===== src/verilog/ubs_consts.svh =====
// Purpose: offsets, field positions, reset values and sizes for the
//          uart buffer status block
// Assumes: included by bare name from every design file that needs it
// Notes:   register byte address is four times the register index
`ifndef UBS_CONSTS_SVH
`define UBS_CONSTS_SVH

// register indices, byte address = index * 4
`define UBS_IDX_RX_STATUS 8'h00
`define UBS_IDX_TX_STATUS 8'h02
`define UBS_IDX_CTRL 8'h04

// receive status fields
`define UBS_RX_ERR_BIT 7
`define UBS_RX_BUSY_BIT 5
`define UBS_RX_IDLE_BIT 4
`define UBS_RX_OVF_BIT 3
`define UBS_RX_FULL_BIT 2
`define UBS_RX_STOP_BIT 1
`define UBS_RX_EMPTY_BIT 0

// transmit status fields
`define UBS_TRANSMIT_STALLED_FLAG_BIT 7
`define UBS_TX_BUSY_BIT 5
`define UBS_TX_IDLE_BIT 4
`define UBS_TX_OVF_BIT 3
`define UBS_TX_FULL_BIT 2
`define UBS_TRANSMIT_QUEUE_FREE_FLAG_BIT 1
`define UBS_TX_EMPTY_BIT 0

// control register field
`define UBS_CTRL_IGNORE_BIT 0

// reset values
`define UBS_RX_STATUS_RST 8'h11
`define UBS_TX_STATUS_RST 8'h13
`define UBS_CTRL_RST 1'b0

// sizes
`define UBS_RX_DEPTH 128
`define UBS_RX_DEPTH_CNT 8'h80
`define UBS_TXQ_NUM 4
`define UBS_TXQ_MAX_LEN 6'h20

`endif


===== src/verilog/ubs_pkg.sv =====
// Purpose: shared types of the uart buffer status block
// Assumes: nothing
// Notes:   numeric constants live in ubs_consts.svh
package ubs_pkg;
    typedef logic [6:0] ubs_ridx_t;   // receive buffer index
    typedef logic [7:0] ubs_cnt_t;    // byte count 0..128
    typedef logic [1:0] ubs_qidx_t;   // transmit queue index
    typedef logic [5:0] ubs_len_t;    // queue length 0..32
    typedef logic [7:0] ubs_word_t;   // status register contents

    // bus data phase kind
    typedef enum logic [1:0] {
        UBS_PH_IDLE = 2'b00,
        UBS_PH_WRITE = 2'b01,
        UBS_PH_READ = 2'b10
    } ubs_phase_t;
endpackage


===== src/verilog/ubs_rx_if.sv =====
// Purpose: receive buffer state passed from the tracker to the top
// Assumes: one driver, the tracker
// Notes:   all members come from flops or simple logic on flops (compares, an inversion, one subtraction)
`timescale 1ns/1ps
`default_nettype none
interface ubs_rx_if;
    ubs_pkg::ubs_cnt_t space;   // empty bytes left
    logic err;                  // byte last read was bad
    logic busy;                 // receiver active
    logic idle;                 // receiver quiet
    logic ovf;                  // overwrite happened
    logic full;                 // no space left
    logic stop;                 // framed message readable
    logic empty;                // no unread data

    modport trk (output space, err, busy, idle, ovf, full, stop, empty);
    modport top (input space, err, busy, idle, ovf, full, stop, empty);
endinterface
`default_nettype wire


===== src/verilog/ubs_top.sv =====
// Purpose: uart buffer status flags with an AHB-Lite register slave
// Assumes: uart side strobes are one-cycle pulses synchronous to hclk
// Notes:   How it works
`include "ubs_consts.svh"
`timescale 1ns/1ps
`default_nettype none
module ubs_top (
    input wire logic hclk,                  // core clock, 100 MHz
    input wire logic hresetn,               // async reset, active low
    input wire logic hsel,                  // slave select
    input wire logic [31:0] haddr,          // byte address
    input wire logic [1:0] htrans,          // transfer type
    input wire logic hwrite,                // write when high
    input wire logic [2:0] hsize,           // word transfers only
    input wire logic [31:0] hwdata,         // write data
    input wire logic hready,                // bus ready in
    output logic hreadyout,                 // always ready
    output logic [31:0] hrdata,             // read data, from flops
    output logic hresp,                     // always OKAY
    input wire logic rx_active,             // receiver taking data
    input wire logic rx_byte_wr,            // byte enters rx buffer
    input wire logic rx_byte_bad,           // that byte had an error
    input wire logic rx_stop_seen,          // stop character seen
    input wire logic rx_preamble_seen,      // preamble character seen
    input wire logic alert_poll_active,     // automatic alert poll
    input wire logic rx_byte_rd,            // host reads an rx byte
    input wire logic tx_active,             // transmitter sending
    input wire logic tx_load_wr,            // host writes a queue byte
    input wire logic tx_load_next,          // host advances load index
    input wire logic tx_send_done,          // send queue fully sent
    output logic tx_send_start,             // start sending, pulse
    output ubs_pkg::ubs_qidx_t tx_send_queue, // queue to send
    output ubs_pkg::ubs_len_t tx_send_len   // bytes in that queue
);
    import ubs_pkg::*;

    ubs_rx_if rx_st ();

    ubs_phase_t phase_r;
    logic [31:0] addr_r;
    logic [31:0] hrdata_r;
    logic ignore_r;
    ubs_qidx_t ld_q_r;
    ubs_qidx_t tx_q_r;
    ubs_len_t qlen_r [`UBS_TXQ_NUM];
    logic tx_ovf_r;
    logic ovf_fresh_r;
    logic tx_busy_r;
    logic sending_r;
    logic accept;
    logic tx_full;
    logic tx_empty;
    logic transmit_stalled_flag;
    logic load_ok;
    logic adv_ok;
    ubs_len_t cur_len;
    ubs_word_t stat_rx;
    ubs_word_t stat_tx;

    // receive buffer tracking
    ubs_rx_tracker u_rx (
        .hclk(hclk),
        .hresetn(hresetn),
        .rx_active(rx_active),
        .rx_byte_wr(rx_byte_wr),
        .rx_byte_bad(rx_byte_bad),
        .rx_stop_seen(rx_stop_seen),
        .rx_preamble_seen(rx_preamble_seen),
        .alert_poll_active(alert_poll_active),
        .rx_byte_rd(rx_byte_rd),
        .st(rx_st.trk)
    );

    // word address match against a register index
    function automatic logic reg_hit(input logic [31:0] a,
                                     input logic [7:0] idx);
        reg_hit = (a == {22'h000000, idx, 2'b00});
    endfunction

    // transmit queue ring state
    assign tx_empty = (ld_q_r == tx_q_r);
    assign tx_full = (ld_q_r == tx_q_r - 2'h1);
    assign cur_len = qlen_r[tx_q_r];
    // stall when rx space cannot take the reply, unless space is ignored
    assign transmit_stalled_flag = !ignore_r &&
                     ({1'b0, rx_st.space} < {2'b00, cur_len} + 9'h001);
    assign load_ok = tx_load_wr &&
                     (ovf_fresh_r || qlen_r[ld_q_r] != `UBS_TXQ_MAX_LEN);
    assign adv_ok = tx_load_next && !tx_full;

    // status words, bit 6 reserved as zero
    always_comb begin
        stat_rx = 8'h00;
        stat_rx[`UBS_RX_ERR_BIT] = rx_st.err;
        stat_rx[`UBS_RX_BUSY_BIT] = rx_st.busy;
        stat_rx[`UBS_RX_IDLE_BIT] = rx_st.idle;
        stat_rx[`UBS_RX_OVF_BIT] = rx_st.ovf;
        stat_rx[`UBS_RX_FULL_BIT] = rx_st.full;
        stat_rx[`UBS_RX_STOP_BIT] = rx_st.stop;
        stat_rx[`UBS_RX_EMPTY_BIT] = rx_st.empty;
        stat_tx = 8'h00;
        stat_tx[`UBS_TRANSMIT_STALLED_FLAG_BIT] = transmit_stalled_flag;
        stat_tx[`UBS_TX_BUSY_BIT] = tx_busy_r;
        stat_tx[`UBS_TX_IDLE_BIT] = !tx_busy_r;
        stat_tx[`UBS_TX_OVF_BIT] = tx_ovf_r;
        stat_tx[`UBS_TX_FULL_BIT] = tx_full;
        stat_tx[`UBS_TRANSMIT_QUEUE_FREE_FLAG_BIT] = !tx_full;
        stat_tx[`UBS_TX_EMPTY_BIT] = tx_empty;
    end

    // bus address phase is taken when selected, active and ready
    assign accept = hsel && htrans[1] && hready;

    // data phase bookkeeping
    always_ff @(posedge hclk or negedge hresetn) begin
        if (!hresetn) begin
            phase_r <= UBS_PH_IDLE;
            addr_r <= '0;
        end else if (hready) begin
            if (accept) begin
                phase_r <= hwrite ? UBS_PH_WRITE : UBS_PH_READ;
                addr_r <= haddr;
            end else begin
                phase_r <= UBS_PH_IDLE;
            end
        end
    end

    // read data captured at the address phase; unmapped reads give zero
    always_ff @(posedge hclk or negedge hresetn) begin
        if (!hresetn) begin
            hrdata_r <= '0;
        end else if (accept && !hwrite) begin
            if (reg_hit(haddr, `UBS_IDX_RX_STATUS)) begin
                hrdata_r <= {24'h000000, stat_rx};
            end else if (reg_hit(haddr, `UBS_IDX_TX_STATUS)) begin
                hrdata_r <= {24'h000000, stat_tx};
            end else if (reg_hit(haddr, `UBS_IDX_CTRL)) begin
                hrdata_r <= {31'h00000000, ignore_r};
            end else begin
                hrdata_r <= '0;
            end
        end
    end

    // control register write; status registers ignore writes
    always_ff @(posedge hclk or negedge hresetn) begin
        if (!hresetn) begin
            ignore_r <= `UBS_CTRL_RST;
        end else begin
            unique case (phase_r)
                UBS_PH_WRITE: begin
                    if (reg_hit(addr_r, `UBS_IDX_CTRL)) begin
                        ignore_r <= hwdata[`UBS_CTRL_IGNORE_BIT];
                    end
                end
                UBS_PH_READ: begin
                    ignore_r <= ignore_r;
                end
                UBS_PH_IDLE: begin
                    ignore_r <= ignore_r;
                end
                default: begin
                    ignore_r <= ignore_r;
                end
            endcase
        end
    end

    assign hrdata = hrdata_r;
    assign hreadyout = 1'b1;
    assign hresp = 1'b0;

    // load index advances only into a free queue
    always_ff @(posedge hclk or negedge hresetn) begin
        if (!hresetn) begin
            ld_q_r <= '0;
        end else if (adv_ok) begin
            ld_q_r <= ld_q_r + 2'h1;
        end
    end

    // send index advances when a queue has gone out
    always_ff @(posedge hclk or negedge hresetn) begin
        if (!hresetn) begin
            tx_q_r <= '0;
        end else if (tx_send_done && sending_r) begin
            tx_q_r <= tx_q_r + 2'h1;
        end
    end

    // overflow flag and the overwrite mode it opens
    always_ff @(posedge hclk or negedge hresetn) begin
        if (!hresetn) begin
            tx_ovf_r <= 1'b0;
            ovf_fresh_r <= 1'b0;
        end else begin
            if (tx_load_next && tx_full) begin
                tx_ovf_r <= 1'b1;
                ovf_fresh_r <= 1'b1;
            end else if (adv_ok) begin
                tx_ovf_r <= 1'b0;
                ovf_fresh_r <= 1'b0;
            end else if (tx_load_wr) begin
                ovf_fresh_r <= 1'b0;
            end
        end
    end

    // per-queue byte counts
    genvar q;
    generate
        for (q = 0; q < `UBS_TXQ_NUM; q = q + 1) begin : g_queue
            always_ff @(posedge hclk or negedge hresetn) begin
                if (!hresetn) begin
                    qlen_r[q] <= '0;
                end else if (tx_send_done && sending_r &&
                             tx_q_r == ubs_qidx_t'(q)) begin
                    qlen_r[q] <= '0;
                end else if (load_ok && ld_q_r == ubs_qidx_t'(q)) begin
                    if (ovf_fresh_r) begin
                        qlen_r[q] <= 6'h01;
                    end else begin
                        qlen_r[q] <= qlen_r[q] + 6'h01;
                    end
                end
            end
        end
    endgenerate

    // a pending queue starts only when not stalled and not already out
    assign tx_send_start = !tx_empty && !sending_r && !tx_active &&
                           !transmit_stalled_flag;
    assign tx_send_queue = tx_q_r;
    assign tx_send_len = cur_len;

    // queue in flight
    always_ff @(posedge hclk or negedge hresetn) begin
        if (!hresetn) begin
            sending_r <= 1'b0;
        end else if (tx_send_start) begin
            sending_r <= 1'b1;
        end else if (tx_send_done) begin
            sending_r <= 1'b0;
        end
    end

    // transmitter activity
    always_ff @(posedge hclk or negedge hresetn) begin
        if (!hresetn) begin
            tx_busy_r <= 1'b0;
        end else begin
            tx_busy_r <= tx_active;
        end
    end

    // status values right after reset
    a_reset_values: assert property (@(posedge hclk) disable iff (!hresetn)
        !$past(hresetn) |-> stat_rx == `UBS_RX_STATUS_RST &&
        stat_tx == `UBS_TX_STATUS_RST)
        else $error("status not at reset value after reset");

    // space ignored means never stalled
    a_ignore_no_hold: assert property (@(posedge hclk) disable iff (!hresetn)
        ignore_r |-> !stat_tx[`UBS_TRANSMIT_STALLED_FLAG_BIT])
        else $error("stalled flag set while space is ignored");

    // stalled queue never goes in flight
    a_held_blocks: assert property (@(posedge hclk) disable iff (!hresetn)
        transmit_stalled_flag && !sending_r |=> !sending_r)
        else $error("send started while stalled");

    // overwrite in the rx buffer raises the flag next cycle
    a_rx_ovf_set: assert property (@(posedge hclk) disable iff (!hresetn)
        rx_byte_wr && rx_st.full && !rx_byte_rd |=> rx_st.ovf ##0
        rx_st.full)
        else $error("rx overwrite flag missed");

    // a counted stop marks a readable message
    a_rx_stop_set: assert property (@(posedge hclk) disable iff (!hresetn)
        rx_stop_seen && !alert_poll_active && !rx_st.empty |=>
        rx_st.stop)
        else $error("message done flag missed");

    // stop into an empty buffer or during a poll leaves the flag alone
    a_rx_stop_skip: assert property (@(posedge hclk) disable iff (!hresetn)
        (rx_stop_seen && (rx_st.empty || alert_poll_active) && !rx_st.stop)
        |=> !rx_st.stop)
        else $error("message done flag set by ignored stop");

    // blocked advance raises overflow and keeps the load index
    a_tx_ovf_set: assert property (@(posedge hclk) disable iff (!hresetn)
        tx_load_next && tx_full |=> tx_ovf_r &&
        ld_q_r == $past(ld_q_r))
        else $error("tx overflow not flagged or index moved");

    // free advance moves the load index by one
    a_ld_advance: assert property (@(posedge hclk) disable iff (!hresetn)
        tx_load_next && !tx_full |=> ld_q_r == $past(ld_q_r) + 2'h1 &&
        !stat_tx[`UBS_TX_EMPTY_BIT])
        else $error("load index did not advance");

    // busy and idle are always opposite, one cycle behind activity
    a_busy_idle: assert property (@(posedge hclk) disable iff (!hresetn)
        stat_tx[`UBS_TX_BUSY_BIT] == $past(tx_active) &&
        stat_tx[`UBS_TX_IDLE_BIT] == !$past(tx_active))
        else $error("tx busy or idle flag wrong");

    // receiver busy and idle follow activity one cycle late
    a_rx_busy_idle: assert property (@(posedge hclk) disable iff (!hresetn)
        rx_st.busy == $past(rx_active) &&
        rx_st.idle == !$past(rx_active))
        else $error("rx busy or idle flag wrong");

    // a load after a blocked advance restarts the load queue at one byte
    a_tx_ovf_load: assert property (@(posedge hclk) disable iff (!hresetn)
        tx_load_wr && ovf_fresh_r && !tx_load_next |=>
        qlen_r[ld_q_r] == 6'h01)
        else $error("overflow load did not restart the queue");

    // writes to a status word leave the control bit unchanged
    a_status_ro: assert property (@(posedge hclk) disable iff (!hresetn)
        accept && hwrite && (reg_hit(haddr, `UBS_IDX_RX_STATUS) ||
        reg_hit(haddr, `UBS_IDX_TX_STATUS)) |=>
        ##1 ignore_r == $past(ignore_r, 2))
        else $error("status write changed state");

    // a send finishing on a full ring leaves a queue available and not full
    a_full_avail: assert property (@(posedge hclk) disable iff (!hresetn)
        tx_send_done && sending_r && tx_full && !tx_load_next |=>
        stat_tx[`UBS_TRANSMIT_QUEUE_FREE_FLAG_BIT] && !stat_tx[`UBS_TX_FULL_BIT])
        else $error("queue availability wrong after send");
endmodule
`default_nettype wire


===== src/verilog/ubs_rx_tracker.sv =====
// Purpose: tracks receive buffer fill, per-byte marks and receive flags
// Assumes: strobes are one-cycle pulses synchronous to hclk
// Notes:   data storage itself sits outside; only indices and marks here
`include "ubs_consts.svh"
`timescale 1ns/1ps
`default_nettype none
module ubs_rx_tracker (
    input wire logic hclk,              // core clock
    input wire logic hresetn,           // async reset, active low
    input wire logic rx_active,         // receiver is taking data
    input wire logic rx_byte_wr,        // a byte enters the buffer
    input wire logic rx_byte_bad,       // that byte had a line error
    input wire logic rx_stop_seen,      // stop character received
    input wire logic rx_preamble_seen,  // preamble character received
    input wire logic alert_poll_active, // automatic alert poll running
    input wire logic rx_byte_rd,        // host reads one byte
    ubs_rx_if.trk st                    // status towards the top
);
    import ubs_pkg::*;

    logic [`UBS_RX_DEPTH-1:0] err_mem_r;
    logic [`UBS_RX_DEPTH-1:0] last_mem_r;
    ubs_ridx_t wr_idx_r;
    ubs_ridx_t rd_idx_r;
    ubs_ridx_t last_wr_idx;
    ubs_cnt_t count_r;
    ubs_cnt_t msg_cnt_r;
    logic err_r;
    logic ovf_r;
    logic stop_r;
    logic busy_r;
    logic do_rd;
    logic do_wr;
    logic overwrite;
    logic stop_ok;
    logic rd_last;

    // event qualification
    assign do_rd = rx_byte_rd && (count_r != 8'h00);
    assign overwrite = rx_byte_wr && (count_r == `UBS_RX_DEPTH_CNT) && !do_rd;
    assign do_wr = rx_byte_wr && !overwrite;
    assign last_wr_idx = wr_idx_r - 7'h01;
    // polls and stops into an empty buffer never count as messages
    assign stop_ok = rx_stop_seen && !alert_poll_active &&
                     (count_r != 8'h00);
    assign rd_last = do_rd && last_mem_r[rd_idx_r];

    // per-byte error and end-of-message marks, indexed storage
    always_ff @(posedge hclk or negedge hresetn) begin
        if (!hresetn) begin
            err_mem_r <= '0;
            last_mem_r <= '0;
        end else begin
            if (rx_byte_wr) begin
                err_mem_r[wr_idx_r] <= rx_byte_bad;
                last_mem_r[wr_idx_r] <= 1'b0;
            end
            if (stop_ok) begin
                last_mem_r[last_wr_idx] <= 1'b1;
            end
        end
    end

    // indices and fill count; overwrite keeps both indices
    always_ff @(posedge hclk or negedge hresetn) begin
        if (!hresetn) begin
            wr_idx_r <= '0;
            rd_idx_r <= '0;
            count_r <= '0;
        end else begin
            if (do_wr) begin
                wr_idx_r <= wr_idx_r + 7'h01;
            end
            if (do_rd) begin
                rd_idx_r <= rd_idx_r + 7'h01;
            end
            if (do_wr && !do_rd) begin
                count_r <= count_r + 8'h01;
            end else if (do_rd && !do_wr) begin
                count_r <= count_r - 8'h01;
            end
        end
    end

    // error flag follows the byte as it is read, not as it arrives
    always_ff @(posedge hclk or negedge hresetn) begin
        if (!hresetn) begin
            err_r <= 1'b0;
        end else if (do_rd) begin
            err_r <= err_mem_r[rd_idx_r];
        end
    end

    // overwrite flag: set wins, a read frees a slot and clears it
    always_ff @(posedge hclk or negedge hresetn) begin
        if (!hresetn) begin
            ovf_r <= 1'b0;
        end else if (overwrite) begin
            ovf_r <= 1'b1;
        end else if (do_rd) begin
            ovf_r <= 1'b0;
        end
    end

    // unread message count and the message done flag
    always_ff @(posedge hclk or negedge hresetn) begin
        if (!hresetn) begin
            msg_cnt_r <= '0;
            stop_r <= 1'b0;
        end else begin
            if (stop_ok && !rd_last) begin
                msg_cnt_r <= msg_cnt_r + 8'h01;
            end else if (rd_last && !stop_ok && msg_cnt_r != 8'h00) begin
                msg_cnt_r <= msg_cnt_r - 8'h01;
            end
            if (stop_ok) begin
                stop_r <= 1'b1;
            end else if (rx_preamble_seen ||
                         (rd_last && msg_cnt_r == 8'h01)) begin
                stop_r <= 1'b0;
            end
        end
    end

    // receiver activity
    always_ff @(posedge hclk or negedge hresetn) begin
        if (!hresetn) begin
            busy_r <= 1'b0;
        end else begin
            busy_r <= rx_active;
        end
    end

    // status towards the top
    assign st.space = `UBS_RX_DEPTH_CNT - count_r;
    assign st.full = (count_r == `UBS_RX_DEPTH_CNT);
    assign st.empty = (count_r == 8'h00);
    assign st.err = err_r;
    assign st.busy = busy_r;
    assign st.idle = !busy_r;
    assign st.ovf = ovf_r;
    assign st.stop = stop_r;
endmodule
`default_nettype wire


===== config.mk =====
export PLATFORM = sky130hd
export DESIGN_NAME = ubs_top
export DESIGN_NICKNAME = d
export VERILOG_FILES = /design/src/verilog/ubs_pkg.sv /design/src/verilog/ubs_rx_if.sv /design/src/verilog/ubs_top.sv /design/src/verilog/ubs_rx_tracker.sv
export VERILOG_INCLUDE_DIRS = /design/src /design/src/verilog
export SDC_FILE = /design/constraint.sdc
export NUM_CORES = 1
export LEC_CHECK = 0
export BUFFER_PORTS_ARGS = -buffer_cell sky130_fd_sc_hd__buf_2
export CAP_MARGIN = 20
export CORE_UTILIZATION = 55
export CTS_CLUSTER_SIZE = 8
export DETAILED_ROUTE_END_ITERATION = 7
export PLACE_DENSITY = 0.72
export SLEW_MARGIN = 20
export SYNTH_ARGS = -nofsm -noshare
export SYNTH_HDL_FRONTEND = slang
export SYNTH_SLANG_ARGS = --single-unit

===== constraint.sdc =====
create_clock -name hclk -period 5.2 [get_ports hclk]
set_input_delay 0.78 -clock hclk [delete_from_list [all_inputs] [get_ports hclk]]
set_output_delay 0.78 -clock hclk [all_outputs]
set_load 0.1 [all_outputs]

==> flow_summary.toml <==
[timing]
worst_slew_pin_slew_ns = 1.19
fin_crit_sh_pct = 89.3
max_freq_ghz = 0.215
hold_viol = 0
timing.slew.headroom_pct = 20.8
skew_ns = 0.0177
post-route-min-period_ns = 4.64
drv_slew = 0
rsz0062_at_grt = "false"
tns_ns = 0
setup_viol = 0

[floorplan]
start_util_pct = 56.3
boundaryPins = 128
die_w_um = 185
core-area_um2 = 32700
die_area_um2 = 34200
placementRows = 66
die_height_um = 185

[layout]
n_antenna_cell = 0
nets = 1782
drive_gt1_share_pct = 23.1
area_delta_synth_final_pct = 11.1

[drt]
routedWlPerCell_um = 22.1
drt-initial-drc-count = 1267
vias = 13345
viasPerCell = 6.33
drc = 0
drt_first_pass_iters = 6
wl_mm = 46.6
ant_nets = 0

[placed_design]
gp_congestion = 0.949
dp_hpwl_mm = 30.8
port-buffer-count = 65

[synthesis]
async_flop_share_pct = 100
synthCells = 1606
ys_seq_elements = 364
synth_cell_types = 63
yosysMostFrequentCell = "dfrtp_1"
yosys.area.top_type = "dfrtp_1"
ys_top_cells_by_count = "dfrtp_1, nand2_1, mux2_2"
synth_top_family_by_area = "multiplexers"
syn_area_per_cell_um2 = 11.5
synth_compound_area_share_pct = 10.4
synth_xor_area_share_pct = 2.28
synthMuxAreaShare_pct = 19.7
synth.yosys.seq_area_share_pct = 49.5
synth-simple-area-share_pct = 12.1
synth_adder_area_share_pct = 2.42
synth_edf_count = 0
synth.top_cell.area_share_pct = 49.5
syn_area_um2 = 18400
synth_warnings = 0
yosys-top-cells-area = "dfrtp_1, mux2_2, mux4_2"
synth_ff_type = "dfrtp_1"

[clocking]
clkSinkCount = 364
cts_resized = 0
clkLatencyLatePin_ns = 0.56
clockBufferDepth = 3
clockRootBuffer = "clkbuf_16"
cts_hold_buf = 0
h-tree-depth = 2
cts_tree = "done"
cts.clk_slew.worst_paths_ns = 0.05
numCtsBuffers = 51
post_cts.repair.setup_buffers = 0

[global_route]
grt_first_pass_wirelength_mm = 73.9
antenna_found_initial = 0
grt_max_degree = 129
grt_overflow = 0
grt_pass1_vias = 13194
grt_use_total_pct = 28.1

[critical_path]
startpoint_type = "flop"
cp-end-kind = "output port"
required_ns = 4.42
critPathMaxFanout = 12
worstPathArrival_ns = 3.86
criticalPathCategory = "reg -> out"

[power_and_ir_drop]
power_per_cell_area_nw_per_um2 = 552
p_comb_share_pct = 34.9
p_total_mw = 11.3
p_seq_share_pct = 38.8
ir_drop_mv = 0.383
p_leak_nw = 9.12
p_int_mw = 7.03
p_sw_mw = 4.26
clkPwrFrac_pct = 26.3
sw_frac_of_total_pct = 37.7

[worst_hold_path]
hold_path.class = "in -> async"

[job]
drv_cap = 0

[status]
status = "completed"
==> kinds of logic (layout without fill, tap and decap cells) <==
family | count (synthesis) | after routing
and+or+nand+nor | 485 | 485
DFF | 364 | 364
AOI/OAI and AO/OA | 286 | 286
muxes | 256 | 256
buffers and inverters | 130 | 166
xor gates and xnor gates | 48 | 48
adders and majority gates | 35 | 35
other | 2 | 27
==> power groups by stage <==
stage	Combinational, mW	Clock (mW)	Sequential, mW
2_1_floorplan	3.22	0	3.99
3_3_place_gp	3.80	0	4.35
3_5_place_dp	3.91	0	4.39
4_1_cts	3.92	3.01	4.36
5_1_grt	4.26	3.12	4.48
6_report	3.94	2.97	4.38
==> placed cells by master (no fill, tap or decap), types with 24 or more instances in the layout <==
cell,Yosys,final
nand3_1,33,33
o2bb2ai_1,25,25
nand2_1,227,227
mux2i_1,32,32
conb_1,2,27
nor2_1,95,89
o21ai_0,108,108
buf_2,5,63
a21oi_1,32,32
xnor2_1,35,35
a22o_1,59,59
mux2_2,154,154
clkbuf_16,0,52
ha_1,34,34
mux4_2,70,70
inv_1,24,24
dfrtp_1,364,361
==> per-stage QoR <==
stage	worst slack (ns)	util, %	instances	hold WS, ns	area [um2]
after global routing	0.354	62.5	2109	0.320	20400
after detailed placement	0.924	58.3	2051	0.470	19100
after floorplan	0.0651	-	1631	0.442	18500
final	0.557	62.5	2109	0.279	20400
after global placement	1.07	58.3	2051	0.458	19100
after CTS	0.515	62.5	2109	0.314	20400
==> cell type report <==
cell class	count	area (um2)
fillers	2614	12300
clock buffers	55	1310
well taps	442	553
repair buffers	83	527
flip-flops and latches	364	9110
inverters	25	93.8
multi-input cells	1137	8790
clock inverters	3	55.1
==> critical path, cell delays in order, from the launching register on <==
cell,delay [ns]
dfrtp_2,0.55
mux4_2,0.61
ha_1,0.24
and3_1,0.17
nand3_1,0.10
ha_1,0.24
a2111oi_0,0.88
a2111oi_4,0.17
buf_2,0.34
==> registers in the layout, summed over array words and instances, names as in the netlist <==
register	flops
tx_ovf_r	1
ld_q_r	2
phase_r	2
u_rx.st.ovf	1
u_rx.last_mem_r	128
sending_r	1
ignore_r	1
u_rx.count_r	8
u_rx.st.err	1
u_rx.st.busy	1
addr_r	32
u_rx.err_mem_r	128
u_rx.wr_idx_r	7
u_rx.rd_idx_r	7
tx_send_queue	2
tx_busy_r	1
u_rx.st.stop	1
u_rx.msg_cnt_r	8
ovf_fresh_r	1
hrdata	7
qlen_r	24
==> layer usage <==
layer | vias to the layer above | track usage [%] | share of wire (%)
met5 | - | 0 | 0
met4 | 0 | 9.95 | 3.5
met3 | 117 | 4.74 | 7.6
met2 | 519 | 44.9 | 47
met1 | 6803 | 38.9 | 42
li1 | 5906 | - | -
==> path summary, 6_finish.rpt <==
path	startpoint	endpoint	slack [ns]	cells past startpoint
setup / recovery	tx_send_queue[0]$_DFFE_PN0P_	tx_send_start	0.56	8
hold / removal	hresetn	addr_r[9]$_DFFE_PN0P_	0.28	1
setup reg to reg	u_rx.count_r[3]$_DFFE_PN0P_	u_rx.count_r[7]$_DFFE_PN0P_	0.88	15
hold reg to reg	u_rx.last_mem_r[87]$_DFF_PN0_	u_rx.last_mem_r[87]$_DFF_PN0_	0.47	2
max in group asynchronous	hresetn	u_rx.err_mem_r[36]$_DFFE_PN0P_	3.77	2
min in group hclk	rx_active	u_rx.st.busy$_DFF_PN0_	0.33	1
Power figures use the tool's default switching activity.
